### src/hw/sbc_mode_pkg.sv
// shared constants and types for the operating-mode state machine
package sbc_mode_pkg;

  localparam int unsigned CLK_MHZ            = 125;
  localparam int unsigned RESET_DELAY_FIRST_US  = 10;
  localparam int unsigned RESET_DELAY_SECOND_US = 2;
  localparam int unsigned RESET_DELAY_FIRST_CYC  = RESET_DELAY_FIRST_US * CLK_MHZ;
  localparam int unsigned RESET_DELAY_SECOND_CYC = RESET_DELAY_SECOND_US * CLK_MHZ;
  localparam int unsigned LONG_WINDOW_MS     = 200;
  localparam int unsigned LONG_WINDOW_CYC    = LONG_WINDOW_MS * 1000 * CLK_MHZ;
  localparam int unsigned DELAY_W            = 32;

  localparam int unsigned SPI_WORD_W         = 16;
  localparam int unsigned MODE_LSB           = 14;
  localparam int unsigned MODE_W             = 2;

  localparam logic [1:0] MODE_NORMAL     = 2'h0;
  localparam logic [1:0] MODE_SLEEP      = 2'h1;
  localparam logic [1:0] MODE_STOP       = 2'h2;
  localparam logic [1:0] MODE_SOFT_RESET = 2'h3;
  localparam logic [1:0] MODE_RESET_VAL  = 2'h0;

  // gray codes along init -> normal -> stop -> sleep -> restart
  typedef enum logic [2:0] {
    ST_INIT      = 3'h0,
    ST_NORMAL    = 3'h1,
    ST_STOP      = 3'h3,
    ST_SLEEP     = 3'h2,
    ST_RESTART   = 3'h6,
    ST_FAIL_SAFE = 3'h7
  } op_mode_e;

endpackage

### src/hw/sbc_input_sync.sv
// two-flop synchroniser, one per input bit
`timescale 1ns/1ns
module sbc_input_sync #(
  parameter int unsigned WIDTH = 1
) (
  input  wire logic             clk_sys,
  input  wire logic             rst,
  input  wire logic [WIDTH-1:0] async_in,
  output logic      [WIDTH-1:0] sync_out
);

  logic [WIDTH-1:0] stage1;
  logic [WIDTH-1:0] stage2;

  genvar i;
  generate
    for (i = 0; i < WIDTH; i++) begin : g_bit
      always_ff @(posedge clk_sys or posedge rst) begin
        if (rst) begin
          stage1[i] <= 1'b0;
          stage2[i] <= 1'b0;
        end else begin
          stage1[i] <= async_in[i];
          stage2[i] <= stage1[i];
        end
      end
    end
  endgenerate

  assign sync_out = stage2;

endmodule

### src/hw/sbc_operating_mode_fsm.sv
// operating-mode state machine of the system basis chip
`timescale 1ns/1ns
// Notes on behaviour
// power-up and soft reset both land in init mode
// stop mode keeps the main regulator on
// sleep mode turns the main regulator off
// wake from sleep/fail-safe or a failure enters restart; controller held in reset
// restart exits to normal after the chosen reset delay once failure clears
// critical failures enter fail-safe and turn the main regulator off
// fail-safe stays until a wake or overtemperature clears
// development mode allows all modes but stops the watchdog counter; fail-safe is never entered in development mode
// development mode forces transceiver normal and aux regulator on
// development mode chosen only from the debug strap during init
// host accesses arrive as complete 16-bit words
// host writes the mode field and the device follows it
// mode field cleared on passing through restart
// strapped configuration picks restart or fail-safe on watchdog failure
// soft reset code returns to init, lock-protected bits kept
// any word in init mode moves to normal
// wakes are ignored in init mode
// no watchdog trigger in the long window means failure and restart
module sbc_operating_mode_fsm
  import sbc_mode_pkg::*;
#(
  parameter int unsigned LONG_WINDOW_CYCLES = sbc_mode_pkg::LONG_WINDOW_CYC
) (
  input  wire logic                              clk_sys,
  input  wire logic                              rst,
  input  wire logic                              spi_word_valid,
  input  wire logic [sbc_mode_pkg::SPI_WORD_W-1:0] spi_word,
  input  wire logic                              spi_mode_write,
  input  wire logic                              mode_lock,
  input  wire logic                              wd_trigger,
  input  wire logic                              wd_fail,
  input  wire logic                              main_reg_undervoltage,
  input  wire logic                              overtemperature,
  input  wire logic                              debug_strap_pin,
  input  wire logic                              fail_safe_strap_pin,
  input  wire logic                              delay_select,
  input  wire logic                              transceiver_wake,
  input  wire logic                              high_voltage_wake_input,
  input  wire logic                              voltage_sense_input,
  input  wire logic                              gpio_wake,
  output logic                                   main_regulator_output,
  output logic                                   aux_regulator_output,
  output logic                                   mcu_reset_n,
  output logic                                   transceiver_normal,
  output logic                                   watchdog_run,
  output logic                                   development_mode,
  output logic [sbc_mode_pkg::MODE_W-1:0]        mode_field,
  output logic [2:0]                             op_mode
);
  import sbc_mode_pkg::*;

  ////////////////////////////////////////////////////////////////////////////
  // pin inputs pass two flops before any logic reads them
  logic [10:0] pins_sync;
  logic        s_wdf;
  logic        s_uv;
  logic        s_ot;
  logic        s_dbg;
  logic        s_fss;
  logic        s_can;
  logic        s_hvw;
  logic        s_vs;
  logic        s_gpio;
  logic        s_dsel;
  logic        s_lock;

  sbc_input_sync #(.WIDTH(11)) u_sync (
    .clk_sys  (clk_sys),
    .rst      (rst),
    .async_in ({wd_fail, main_reg_undervoltage, overtemperature, debug_strap_pin,
                fail_safe_strap_pin, transceiver_wake, high_voltage_wake_input,
                voltage_sense_input, gpio_wake, delay_select, mode_lock}),
    .sync_out (pins_sync)
  );

  assign {s_wdf, s_uv, s_ot, s_dbg, s_fss, s_can, s_hvw, s_vs, s_gpio, s_dsel, s_lock} =
         pins_sync;

  ////////////////////////////////////////////////////////////////////////////
  // state
  op_mode_e             state;
  op_mode_e             next_state;
  logic [MODE_W-1:0]    mode_reg;
  logic [MODE_W-1:0]    next_mode_reg;
  logic                 dev_mode;
  logic                 next_dev_mode;
  logic                 fs_cfg;
  logic                 next_fs_cfg;
  logic [DELAY_W-1:0]   delay_cnt;
  logic [DELAY_W-1:0]   next_delay_cnt;
  logic [DELAY_W-1:0]   win_cnt;
  logic [DELAY_W-1:0]   next_win_cnt;
  logic                 win_open;
  logic                 next_win_open;
  logic                 win_expired;
  logic                 wake_any;
  logic                 failure;
  logic                 wd_failure;
  logic [MODE_W-1:0]    written_mode;
  logic [DELAY_W-1:0]   delay_limit;

  assign wake_any     = s_can | s_hvw | s_vs | s_gpio;
  assign written_mode = spi_word[MODE_LSB +: MODE_W];
  // a stopped counter never times out in development mode
  assign win_expired  = win_open && !dev_mode && (win_cnt >= LONG_WINDOW_CYCLES - 1);
  assign wd_failure   = (s_wdf && !dev_mode) || win_expired;
  assign failure      = wd_failure | s_uv;
  // delay choice read live from the synced select pin
  assign delay_limit  = s_dsel ? DELAY_W'(RESET_DELAY_SECOND_CYC - 1)
                               : DELAY_W'(RESET_DELAY_FIRST_CYC - 1);

  always_comb begin
    next_state     = state;
    next_mode_reg  = mode_reg;
    next_dev_mode  = dev_mode;
    next_fs_cfg    = fs_cfg;
    next_delay_cnt = delay_cnt;
    next_win_cnt   = win_cnt;
    next_win_open  = win_open;
    if (win_open && !dev_mode) begin
      next_win_cnt = win_cnt + 32'h0000_0001;
    end
    if (win_open && wd_trigger) begin
      next_win_open = 1'b0;
    end
    // expiry is a one-off failure; closing the window lets restart run out
    if (win_expired) begin
      next_win_open = 1'b0;
    end
    case (state)
      ST_INIT: begin
        // straps are caught while init lasts, after reset release
        next_dev_mode = s_dbg;
        next_fs_cfg   = s_fss;
        // wakes have no path out of init
        if (failure) begin
          next_state = ST_RESTART;
        end else if (spi_word_valid) begin
          next_state = ST_NORMAL;
        end
      end
      ST_NORMAL, ST_STOP, ST_SLEEP: begin
        if (failure && (fs_cfg || s_uv) && !dev_mode && wd_failure && fs_cfg) begin
          next_state = ST_FAIL_SAFE;
        end else if (failure) begin
          next_state = ST_RESTART;
        end else if (state == ST_SLEEP && wake_any) begin
          next_state = ST_RESTART;
        end else if (spi_word_valid && spi_mode_write) begin
          case (written_mode)
            MODE_NORMAL: next_state = ST_NORMAL;
            MODE_STOP:   next_state = ST_STOP;
            MODE_SLEEP:  next_state = ST_SLEEP;
            default:     next_state = ST_INIT;
          endcase
          if (written_mode == MODE_SOFT_RESET) begin
            // lock keeps the previous field value
            next_mode_reg = s_lock ? mode_reg : MODE_RESET_VAL;
            next_win_open = 1'b1;
            next_win_cnt  = '0;
          end else begin
            next_mode_reg = written_mode;
          end
        end
      end
      ST_RESTART: begin
        next_mode_reg = MODE_RESET_VAL;
        if (failure) begin
          next_delay_cnt = '0;
        end else if (delay_cnt >= delay_limit) begin
          next_state     = ST_NORMAL;
          next_delay_cnt = '0;
          next_win_open  = 1'b1;
          next_win_cnt   = '0;
        end else begin
          next_delay_cnt = delay_cnt + 32'h0000_0001;
        end
      end
      ST_FAIL_SAFE: begin
        if (wake_any || !s_ot) begin
          next_state = ST_RESTART;
        end
      end
      default: next_state = ST_INIT;
    endcase
  end

  always_ff @(posedge clk_sys or posedge rst) begin
    if (rst) begin
      state     <= ST_INIT;
      mode_reg  <= MODE_RESET_VAL;
      dev_mode  <= 1'b0;
      fs_cfg    <= 1'b0;
      delay_cnt <= '0;
      win_cnt   <= '0;
      win_open  <= 1'b1;
    end else begin
      state     <= next_state;
      mode_reg  <= next_mode_reg;
      dev_mode  <= next_dev_mode;
      fs_cfg    <= next_fs_cfg;
      delay_cnt <= next_delay_cnt;
      win_cnt   <= next_win_cnt;
      win_open  <= next_win_open;
    end
  end

  ////////////////////////////////////////////////////////////////////////////
  // registered outputs
  logic next_main;
  logic next_rst_n;

  always_comb begin
    next_main  = !(next_state == ST_SLEEP || next_state == ST_FAIL_SAFE);
    next_rst_n = (next_state != ST_RESTART) && (next_state != ST_INIT);
  end

  always_ff @(posedge clk_sys or posedge rst) begin
    if (rst) begin
      main_regulator_output <= 1'b1;
      mcu_reset_n           <= 1'b0;
      aux_regulator_output  <= 1'b0;
      transceiver_normal    <= 1'b0;
      watchdog_run          <= 1'b0;
      development_mode      <= 1'b0;
      mode_field            <= MODE_RESET_VAL;
      op_mode               <= ST_INIT;
    end else begin
      main_regulator_output <= next_main;
      mcu_reset_n           <= next_rst_n;
      aux_regulator_output  <= next_dev_mode;
      transceiver_normal    <= next_dev_mode;
      watchdog_run          <= !next_dev_mode;
      development_mode      <= next_dev_mode;
      mode_field            <= next_mode_reg;
      op_mode               <= next_state;
    end
  end

endmodule

### config.mk
export PLATFORM = sky130hd
export DESIGN_NAME = sbc_operating_mode_fsm
export DESIGN_NICKNAME = d
export VERILOG_FILES = /design/src/hw/sbc_mode_pkg.sv /design/src/hw/sbc_input_sync.sv /design/src/hw/sbc_operating_mode_fsm.sv
export SDC_FILE = /design/constraint.sdc
export NUM_CORES = 1
export LEC_CHECK = 0
export BUFFER_PORTS_ARGS = -buffer_cell sky130_fd_sc_hd__clkbuf_2
export CAP_MARGIN = 10
export CORE_MARGIN = 2
export CORE_UTILIZATION = 35
export DETAILED_ROUTE_END_ITERATION = 12
export GPL_ROUTABILITY_DRIVEN = 1
export GPL_TIMING_DRIVEN = 0
export PLACE_DENSITY = 0.56
export SLEW_MARGIN = 25
export SYNTH_ARGS = -nofsm -noshare
export SYNTH_HDL_FRONTEND = slang
export SYNTH_HIERARCHICAL = 1
export SYNTH_SLANG_ARGS = --single-unit
### constraint.sdc
create_clock -name clk_sys -period 4.1 [get_ports clk_sys]
set_clock_uncertainty 0.15 [all_clocks]
set_input_delay 0.82 -clock clk_sys [delete_from_list [all_inputs] [get_ports clk_sys]]
set_output_delay 0.82 -clock clk_sys [all_outputs]
set_load 0.005 [all_outputs]
# Yosys cells after proc, flatten, opt, wreduce, memory -nomap -nowiden

Index checks and enable logic that the tools add are counted.

Eq/ne operators: 16
Magnitude comparators: 2
Bitwise logic cells: 4
Reductions and logical operators: 25
Multiplexer cells: 41
$add $sub $neg: 2

Operator list:

| kind                                                                | number |
|---|---|
| 2-to-1 mux 32 bit                                                   | 10 |
| adder 32 x 1 -> 32 bit, second input constant                       | 2 |
| case mux 32 bit (2 select lines)                                    | 1 |
| greater-or-equal comparator 32 x 11 -> 1 bit                        | 1 |
| greater-or-equal comparator 32 x 25 -> 1 bit, second input constant | 1 |
| 2-to-1 mux 3 bit                                                    | 9 |
| 2-to-1 mux 2 bit                                                    | 6 |
| case mux 3 bit (4 select lines)                                     | 1 |
| logical AND 1 bit                                                   | 11 |
| 2-to-1 mux 11 bit                                                   | 1 |
| 2-to-1 mux 1 bit                                                    | 10 |
| equality test 3 x 2 -> 1 bit, second input constant                 | 3 |
| equality test 3 bit, second input constant                          | 3 |
| != test 2 bit, second input constant                                | 4 |
| != test 3 bit, second input constant                                | 2 |
| case mux 2 bit (3 select lines)                                     | 1 |
| AND reduction 6 bit                                                 | 1 |
| equality test 2 bit, second input constant                          | 2 |
| zero test 1 bit                                                     | 4 |
| logical OR 1 bit                                                    | 4 |
| OR 1 bit                                                            | 4 |
| case mux 2 bit (2 select lines)                                     | 1 |
| equality test 3 x 1 -> 1 bit, second input constant                 | 1 |
| zero test 3 bit                                                     | 1 |
| other kinds (6)                                                     | 6 |

Flip-flop bits (word level): 97
Logic and storage cells: 122
Bits of input ports: 32

# Logic depth before layout (Yosys ltp)

Gate-level depths: netlist of run 1.

Word-level depth: 14
Gate-level depth with buffers: 10
Mapped depth without buffers: 8

# Hierarchy

The synthesis of run 1 kept the hierarchy.

Modules (own cells, without submodules):

| module                 | instances | cells an instance | area each (sq um) |
|---|---|---|---|
| sbc_operating_mode_fsm | 1         | 432               | 4403.0 |
| sbc_input_sync         | 1         | 23                | 554.3 |

# Worst setup path before layout of run 1

No wires, ideal clock.

Path kind: reg2reg
From: register win_cnt[0]
To: register win_cnt[16]
Required time: 3.827 ns
Arrival: 1.948 ns
Path buffers: 3
Cell stages (with the launch flop): 11
Path slack: 1.880 ns
Cell sequence: dfrtp_1 -> ha_1 -> and3_1 -> and3_1 -> o2111ai_1 -> and2_1 -> buf_6 -> and2_4 -> buf_12 -> buf_12 -> nor2_4

Longest elaborated chain between the ends: 10

Ends and longest elaborated chain:

| element                                                        | line                          | RTL |
|---|---|---|
| start, declared                                                | sbc_operating_mode_fsm.sv:94  | `logic [DELAY_W-1:0] win_cnt;` |
| start signal, assigned                                         | sbc_operating_mode_fsm.sv:206 | `win_cnt <= next_win_cnt;` |
| branches (longest 9 deep; another with adder 32 x 1 -> 32 bit) | --                            |  |
| case mux 32 bit (2 select lines) (*)                           | sbc_operating_mode_fsm.sv:133 | `case (state)` |
| via next_win_cnt[16]                                           | sbc_operating_mode_fsm.sv:95  | `logic [DELAY_W-1:0] next_win_cnt;` |

Mark *: on every way through the listed nets, which the timed path passes.
A chain may end at the register's enable or synchronous reset.

# Worst setup path after layout of run 1

From: register u_sync.stage2[1] (netlist: u_sync/sync_out[1])
To: register delay_cnt[6]

Longest elaborated chain between the ends: 4

Ends and longest elaborated chain:

| element                                      | line                          | RTL |
|---|---|---|
| start, declared                              | sbc_input_sync.sv:13          | `logic [WIDTH-1:0] stage2;` |
| start signal, assigned by index              | sbc_input_sync.sv:24          | `stage2[i] <= stage1[i];` |
| 2-to-1 mux 11 bit                            | sbc_operating_mode_fsm.sv:112 | `assign delay_limit = s_dsel ? DELAY_W'(RESET_DELAY_SECOND_CYC - 1)` |
| greater-or-equal comparator 32 x 11 -> 1 bit | sbc_operating_mode_fsm.sv:173 | `end else if (delay_cnt >= delay_limit) begin` |
| 2-to-1 mux 32 bit                            | sbc_operating_mode_fsm.sv:173 |  |
| 2-to-1 mux 32 bit                            | sbc_operating_mode_fsm.sv:171 | `if (failure) begin` |
| end signal, assigned                         | sbc_operating_mode_fsm.sv:205 | `delay_cnt <= next_delay_cnt;` |
| end, declared                                | sbc_operating_mode_fsm.sv:92  | `logic [DELAY_W-1:0] delay_cnt;` |

No other way between the ends.

==> results of run 1 <==
## layout make-up
type	count	area, um^2	share of cell area [%]
Multi-Input combinational cell	327	2300	40.4
Tap cell	180	225	3.96
Clock buffer	12	267	4.68
Buffer	19	185	3.25
Clock inverter	4	73.8	1.30
Timing Repair Buffer	29	168	2.95
Inverter	12	47.5	0.835
Sequential cell	97	2430	42.7
## stage by stage
stage          cell area, um^2  power, mW
2_1_floorplan             4960       1.13
3_3_place_gp              5320       1.17
3_5_place_dp              5350       1.18
4_1_cts                   5690       2.13
5_1_grt                   5690       2.19
6_report                  5690       2.11
## report_power, final
part	internal [mW]	leakage, nW	switching (mW)	total (mW)
sequential	0.988	1.13	0.0275	1.02
combinational	0.0577	1.13	0.0860	0.144
clock	0.585	0.169	0.366	0.950
total	1.63	2.43	0.479	2.11
## metal layers
| layer | track usage (%) | routed length (um) | up-vias |
|---|---|---|---|
| li1 | - | - | 1645 |
| met1 | 20.0 | 4750 | 1599 |
| met2 | 19.8 | 4050 | 55 |
| met3 | 3.55 | 317 | 12 |
| met4 | 5.33 | 161 | 0 |
| met5 | 0 | 0 | - |
## sequential cells by signal (all words and copies together), names as in the netlist, 2 cells and up
signal and flops:
op_mode 3, u_sync/stage1 11, win_cnt 32, u_sync/sync_out 11, mode_field 2, delay_cnt 32
## path summary, 6_finish.rpt
path | endpoint | startpoint
max | delay_cnt[6] | u_sync/sync_out[1]
min | u_sync/sync_out[6] | u_sync/stage1[6]
max reg2reg | delay_cnt[6] | u_sync/sync_out[1]
min reg2reg | u_sync/sync_out[6] | u_sync/stage1[6]
max in group asynchronous | main_regulator_output | rst
min in group asynchronous | win_cnt[21] | rst
## cells by family (layout without fill, tap and decap cells)
logic type,Yosys count,after routing,synth area share [%]
DFF,97,97,49.0
xor gates and xnor gates,40,40,7.07
and+or+nand+nor,214,214,27.0
buffers and inverters,31,76,4.64
adders and majority gates,11,11,2.78
muxes,5,5,1.06
AOI/OAI and AO/OA,57,57,8.40
## cells in the mapped netlist, drive strengths merged, types with 4 or more instances
cell and instances:
clkbuf 7, nor4 7, o21ai 13, a21o 7
ha 11, nor2b 11, buf 12, nand2 42
inv 12, a21oi 10, nor4b 4, dfrtp 95
and2 6, nor2 68, nor3 10, nand4 10
o22ai 4, xnor2 14, xor2 26, nand3 25
a41oi 5, and3 17
==> impl_metrics.json, run 1 <==
{
  "yosysSeqAreaShare_pct": 49.0,
  "p_leak_nw": 2.43,
  "critPathBufInv": 2,
  "r2r_slack_ps": 1650,
  "layout_worst_path_cycle_share_pct": 59.7,
  "async_flop_share_pct": 100,
  "syn_area_mm2": 0.00496,
  "crit_chain": "inv_1, ha_1, nor4b_2, o21bai_1, a211oi_4, nand3_2, buf_6, nor4b_2, a21o_1",
  "reg2regPathDepth": 9,
  "ir_worst_vdd_v": 0.000223,
  "cp.arrival_ps": 2590,
  "crit_slowest_cell": "a211oi_4",
  "post-cts-setup-buffers": 0,
  "finalSetupTns_ps": 0,
  "cts_buffers": 9,
  "wl_per_cell_um": 13.6,
  "insertion_delay_ps": 350,
  "setup_viol": 0,
  "cp-start-kind": "flip-flop",
  "grt_pass1_wl_um": 16200,
  "synth.avg_cell_area_um2": 10.9,
  "final_cell_mix": "dfrtp_1, nand2_1, nor2_1, clkbuf_2, nor2_4",
  "final_common_cell": "dfrtp_1",
  "synth_top_area_share_pct": 48.0,
  "crit_top_cell": "nor4b_2",
  "cp_max_fo": 10,
  "hold_depth": 0,
  "nets": 538,
  "wirelength_um": 9280,
  "drive_gt1_share_pct": 21.8,
  "drt_iter0_markers": 153,
  "cts_tree": "yes",
  "synth_nets": 498,
  "max-cap-violations": 0,
  "cts.repair.resized": 0,
  "antennaDiodeCount": 0,
  "hold_path.class": "reg -> reg",
  "worst_slack_ps": 1650,
  "synth_top_flop_cell": "dfrtp_1",
  "first_pass_iters": 4,
  "ys_ff_latch": 97,
  "syn2layout_area_growth_pct": 14.8,
  "synthCells": 455,
  "critPathKind": "reg -> reg",
  "synth_edf_count": 0,
  "vias": 3311,
  "dp_hpwl_um": 6680,
  "worstMarginPinSlew_ps": 777,
  "yosysWarnings": 6,
  "max_stage_delay_ps": 410,
  "initial_core_util_pct": 35.7,
  "cts_max_path_buffers": 2,
  "cpLargestDelayFamily": "compound AO/OA/AOI/OAI gates",
  "rsz0062_at_grt": "no",
  "cp.depth": 9,
  "grt_max_degree": 46,
  "grt-ovfl-total": 0,
  "min_period_ps": 2450,
  "power_density_mw_per_mm2": 371,
  "core_mm2": 0.0139,
  "die_h_um": 123,
  "fmax_ghz": 0.408,
  "outcome": "finished, final reports clean",
  "synth_cell_types": 59,
  "fp.dieW_um": 123,
  "vias_per_cell": 4.87,
  "placedCellCount": 664,
  "cts_sinks": 97,
  "rows": 43,
  "cts-htree-levels": 3,
  "timing.hold.ws_ps": 198,
  "fill_cells": 1350,
  "required_ps": 4240,
  "gp_congestion": 0.769,
  "drv_slew": 0,
  "path_clk_slew_ps": 60,
  "crit_path_end_kind": "flip-flop",
  "root_buffer": "clkbuf_16",
  "cts_hold_buf": 0,
  "finalCoreUtilization_pct": 41.0,
  "io_pins": 43,
  "grt_util_all_layers_pct": 13.8,
  "antenna_found_initial": 0,
  "relSlewSlack_pct": 47.7,
  "final_cell_count_no_fill": 680,
  "die_area_mm2": 0.0151,
  "yosysTopAreaCell": "dfrtp_1",
  "synthTopCellsByArea": "dfrtp_1, nor2_4, xor2_1, nand2_1, nor2_1",
  "pre_cts_slack_ps": 1650,
  "portBuffers": 28,
  "ant_nets": 0,
  "hold_violations": 0,
  "drc_errors": 0,
  "first_global_vias": 3228
}
No activity file was read; power rests on OpenSTA's default activity.
==> run 2, diff against run 1 <==
--- a/config.mk
+++ b/config.mk
@@ -5,6 +5,7 @@
 export SDC_FILE = /design/constraint.sdc
 export NUM_CORES = 1
 export LEC_CHECK = 0
+export ABC_AREA = 1
 export BUFFER_PORTS_ARGS = -buffer_cell sky130_fd_sc_hd__clkbuf_2
 export CAP_MARGIN = 10
 export CORE_MARGIN = 2
@@ -12,7 +13,7 @@
 export DETAILED_ROUTE_END_ITERATION = 12
 export GPL_ROUTABILITY_DRIVEN = 1
 export GPL_TIMING_DRIVEN = 0
-export PLACE_DENSITY = 0.56
+export PLACE_DENSITY = 0.58
 export SLEW_MARGIN = 25
 export SYNTH_ARGS = -nofsm -noshare
 export SYNTH_HDL_FRONTEND = slang
==> constraint.sdc (replaced) <==
create_clock -name clk_sys -period 1.96 [get_ports clk_sys]
set_clock_uncertainty 0.15 [all_clocks]
set_input_delay 0.392 -clock clk_sys [delete_from_list [all_inputs] [get_ports clk_sys]]
set_output_delay 0.392 -clock clk_sys [all_outputs]
set_load 0.005 [all_outputs]
==> run 2 against run 1 <==
Net effect:
- die area shrank 3.7%
- critical path type unchanged
- synthesized area fell by 3.8%
- the flow now finishes with violations (setup timing)
- flip-flop and latch count did not move
- largest cell class is now multi-input combinational cells
==> impl_metrics.json, run 2 <==
{
  "nets": 707,
  "final_cell_mix": "nand2_1, dfrtp_1, inv_1, buf_4, nor2_1",
  "crit_path_end_kind": "flip-flop",
  "finalCoreUtilization_pct": 51.2,
  "outcome": "finished with violations",
  "initial_core_util_pct": 35.9,
  "max-cap-violations": 0,
  "fp.dieW_um": 121,
  "muxShareOfSynthArea_pct": 0,
  "timing.rr.start": "win_open",
  "finalSetupTns_ps": -4350,
  "layout_worst_path_cycle_share_pct": 113,
  "worstMarginPinSlew_ps": 768,
  "startpoint": "win_open",
  "critPathBufInv": 0,
  "min_period_ps": 2220,
  "synth_top_area_share_pct": 49.8,
  "synthCells": 545,
  "cts_tree": "yes",
  "setup_viol": 41,
  "reg2regPathDepth": 11,
  "drt_iter0_markers": 216,
  "drc_errors": 0,
  "rows": 42,
  "drv_slew": 0,
  "synth_edf_count": 0,
  "p_leak_nw": 3.35,
  "synthTopCellsByCount": "nand2_1, dfrtp_1, inv_1, nor2_1, xor2_1",
  "yosys.cell_count.top_type": "nand2_1",
  "wirelength_um": 11200,
  "first_global_vias": 3990,
  "yosysTopAreaCell": "dfrtp_1",
  "grt-ovfl-total": 0,
  "syn2layout_area_growth_pct": 42.8,
  "cts_max_path_buffers": 2,
  "worst_slack_ps": -259,
  "core_mm2": 0.0133,
  "cp_max_fo": 4,
  "placedCellCount": 751,
  "cts-htree-levels": 3,
  "endpoint": "win_cnt[27]",
  "synth_top_family_by_area": "simple AND/OR/NAND/NOR gates",
  "grt_util_all_layers_pct": 16.2,
  "drive_gt1_share_pct": 38.3,
  "crit_chain": "nand2_4, nor2_4, nand4_1, nor2_2, nand2_2, nor3_4, nand2_2, nor2_4, nand2_1, xor2_2, nor2_2",
  "synth_nets": 588,
  "insertion_delay_ps": 350,
  "synthAdderAreaFrac_pct": 2.89,
  "cp.depth": 11,
  "gp_congestion": 0.845,
  "required_ps": 2050,
  "path_clk_slew_ps": 70,
  "grt_max_degree": 32,
  "rsz0062_at_grt": "yes",
  "io_pins": 43,
  "ant_nets": 0,
  "vias_per_cell": 4.70,
  "wl_per_cell_um": 13.3,
  "final_cell_count_no_fill": 845,
  "synthSimpleGateAreaFrac_pct": 28.7,
  "timing.hold.ws_ps": 172,
  "fill_cells": 1143,
  "p_total_mw": 5.88,
  "synth.avg_cell_area_um2": 8.75,
  "portBuffers": 28,
  "relSlewSlack_pct": 48.7,
  "fmax_ghz": 0.451,
  "async_flop_share_pct": 100,
  "cpLargestDelayFamily": "simple AND/OR/NAND/NOR gates",
  "synth_cell_types": 41,
  "hold_path.class": "in -> reg",
  "syn_area_mm2": 0.00477,
  "die_area_mm2": 0.0146,
  "multiInputGateArea_mm2": 0.00252,
  "pre_cts_slack_ps": -234,
  "synth_compound_area_share_pct": 4.64,
  "dp_hpwl_um": 6890,
  "final_common_cell": "nand2_1",
  "first_pass_iters": 4,
  "grt_pass1_wl_um": 18600,
  "cts_sinks": 97,
  "reg_top3": "delay_cnt (32), win_cnt (32)",
  "antenna_found_initial": 0,
  "root_buffer": "clkbuf_16",
  "vias": 3970,
  "seqCellArea_mm2": 0.00243,
  "max_stage_delay_ps": 560,
  "ys_ff_latch": 97,
  "hold_violations": 0,
  "r2r_slack_ps": -260,
  "placed_cell_area_mm2": 0.00517,
  "crit_slowest_cell": "dfstp_2",
  "reg2reg_to": "win_cnt[27]",
  "fin_area_mm2": 0.00681,
  "synthTopCellsByArea": "dfrtp_1, nand2_1, inv_1, nor2_1, xor2_1",
  "critPathKind": "reg -> reg",
  "cp-start-kind": "flip-flop",
  "synth-xor-area-share_pct": 4.77,
  "synth_top_flop_cell": "dfrtp_1",
  "violations": "setup timing",
  "die_h_um": 121,
  "yosysSeqAreaShare_pct": 50.9,
  "ir_worst_vdd_v": 0.000595,
  "cts_buffers": 9,
  "cp.arrival_ps": 2310,
  "power_density_mw_per_mm2": 863,
  "antennaDiodeCount": 0,
  "yosysWarnings": 6
}
==> run 2: changes by cell type after synthesis, moves of 7 or more <==
cell,before,now
a21o_1,7,0
inv_1,12,73
and3_1,17,0
nor2b_1,11,0
inv_2,0,7
nor2_4,30,3
nand2_1,42,131
xnor2_1,14,6
nor2_1,38,73
nor2_2,0,8
==> run 2: worst min-delay path, stage by stage <==
cell      delay (ps)
clkbuf_2          90
nand3b_1         110
nand3_2           70
==> run 2: how the worst min path moves through the flow <==
stage                     start            endpoint  slack, ps  depth (start not counted)
3_5_place_dp   u_sync/stage1[9]  u_sync/sync_out[9]        180                          0
4_1_cts              wd_trigger            win_open        150                          3
6_report             wd_trigger            win_open        170                          3
5_1_grt              wd_trigger            win_open        170                          3
3_3_place_gp   u_sync/stage1[2]  u_sync/sync_out[2]        180                          0
2_1_floorplan  u_sync/stage1[0]  u_sync/sync_out[0]        180                          0
==> run 2: what timing repair did <==
item,CTS,global route
gates resized for setup,66,102
hold endpoints to repair,30,0
gates cloned,3,0
buffers inserted,50,20
endpoints found under the setup margin,50,71
pin swaps,35,46
hold buffers,12,0
==> run 2: cell type report <==
class	count	share of cell area, %
clock inverter	5	1.16
buffer	8	1.18
timing repair buffer	109	13.4
sequential	97	35.7
inverter	82	4.72
multi-input combinational	357	37.0
clock buffer	11	3.56
tap	176	3.23
==> run 2: cell families (layout without fill, tap and decap cells) <==
logic type,count (synthesis),after routing
adders and majority gates,11,11
and+or+nand+nor,287,287
buffers and inverters,91,215
DFF,97,97
AOI/OAI and AO/OA,33,33
xor gates and xnor gates,26,26
==> run 2: per-layer routing <==
layer  part of all wire (%)  up-vias  global-route usage, %
li1                       -     1946                      -
met1                     42     1926                   20.0
met2                     52       74                   27.3
met3                    3.1       24                   3.40
met4                    2.7        0                   7.41
met5                      0        -                      0
==> run 2: where the power goes <==
group | internal, mW | leakage, nW | switching, mW
Combinational | 0.677 | 1.92 | 1.02
Clock | 1.15 | 0.160 | 0.746
Sequential | 2.16 | 1.27 | 0.121
Total | 3.99 | 3.35 | 1.88
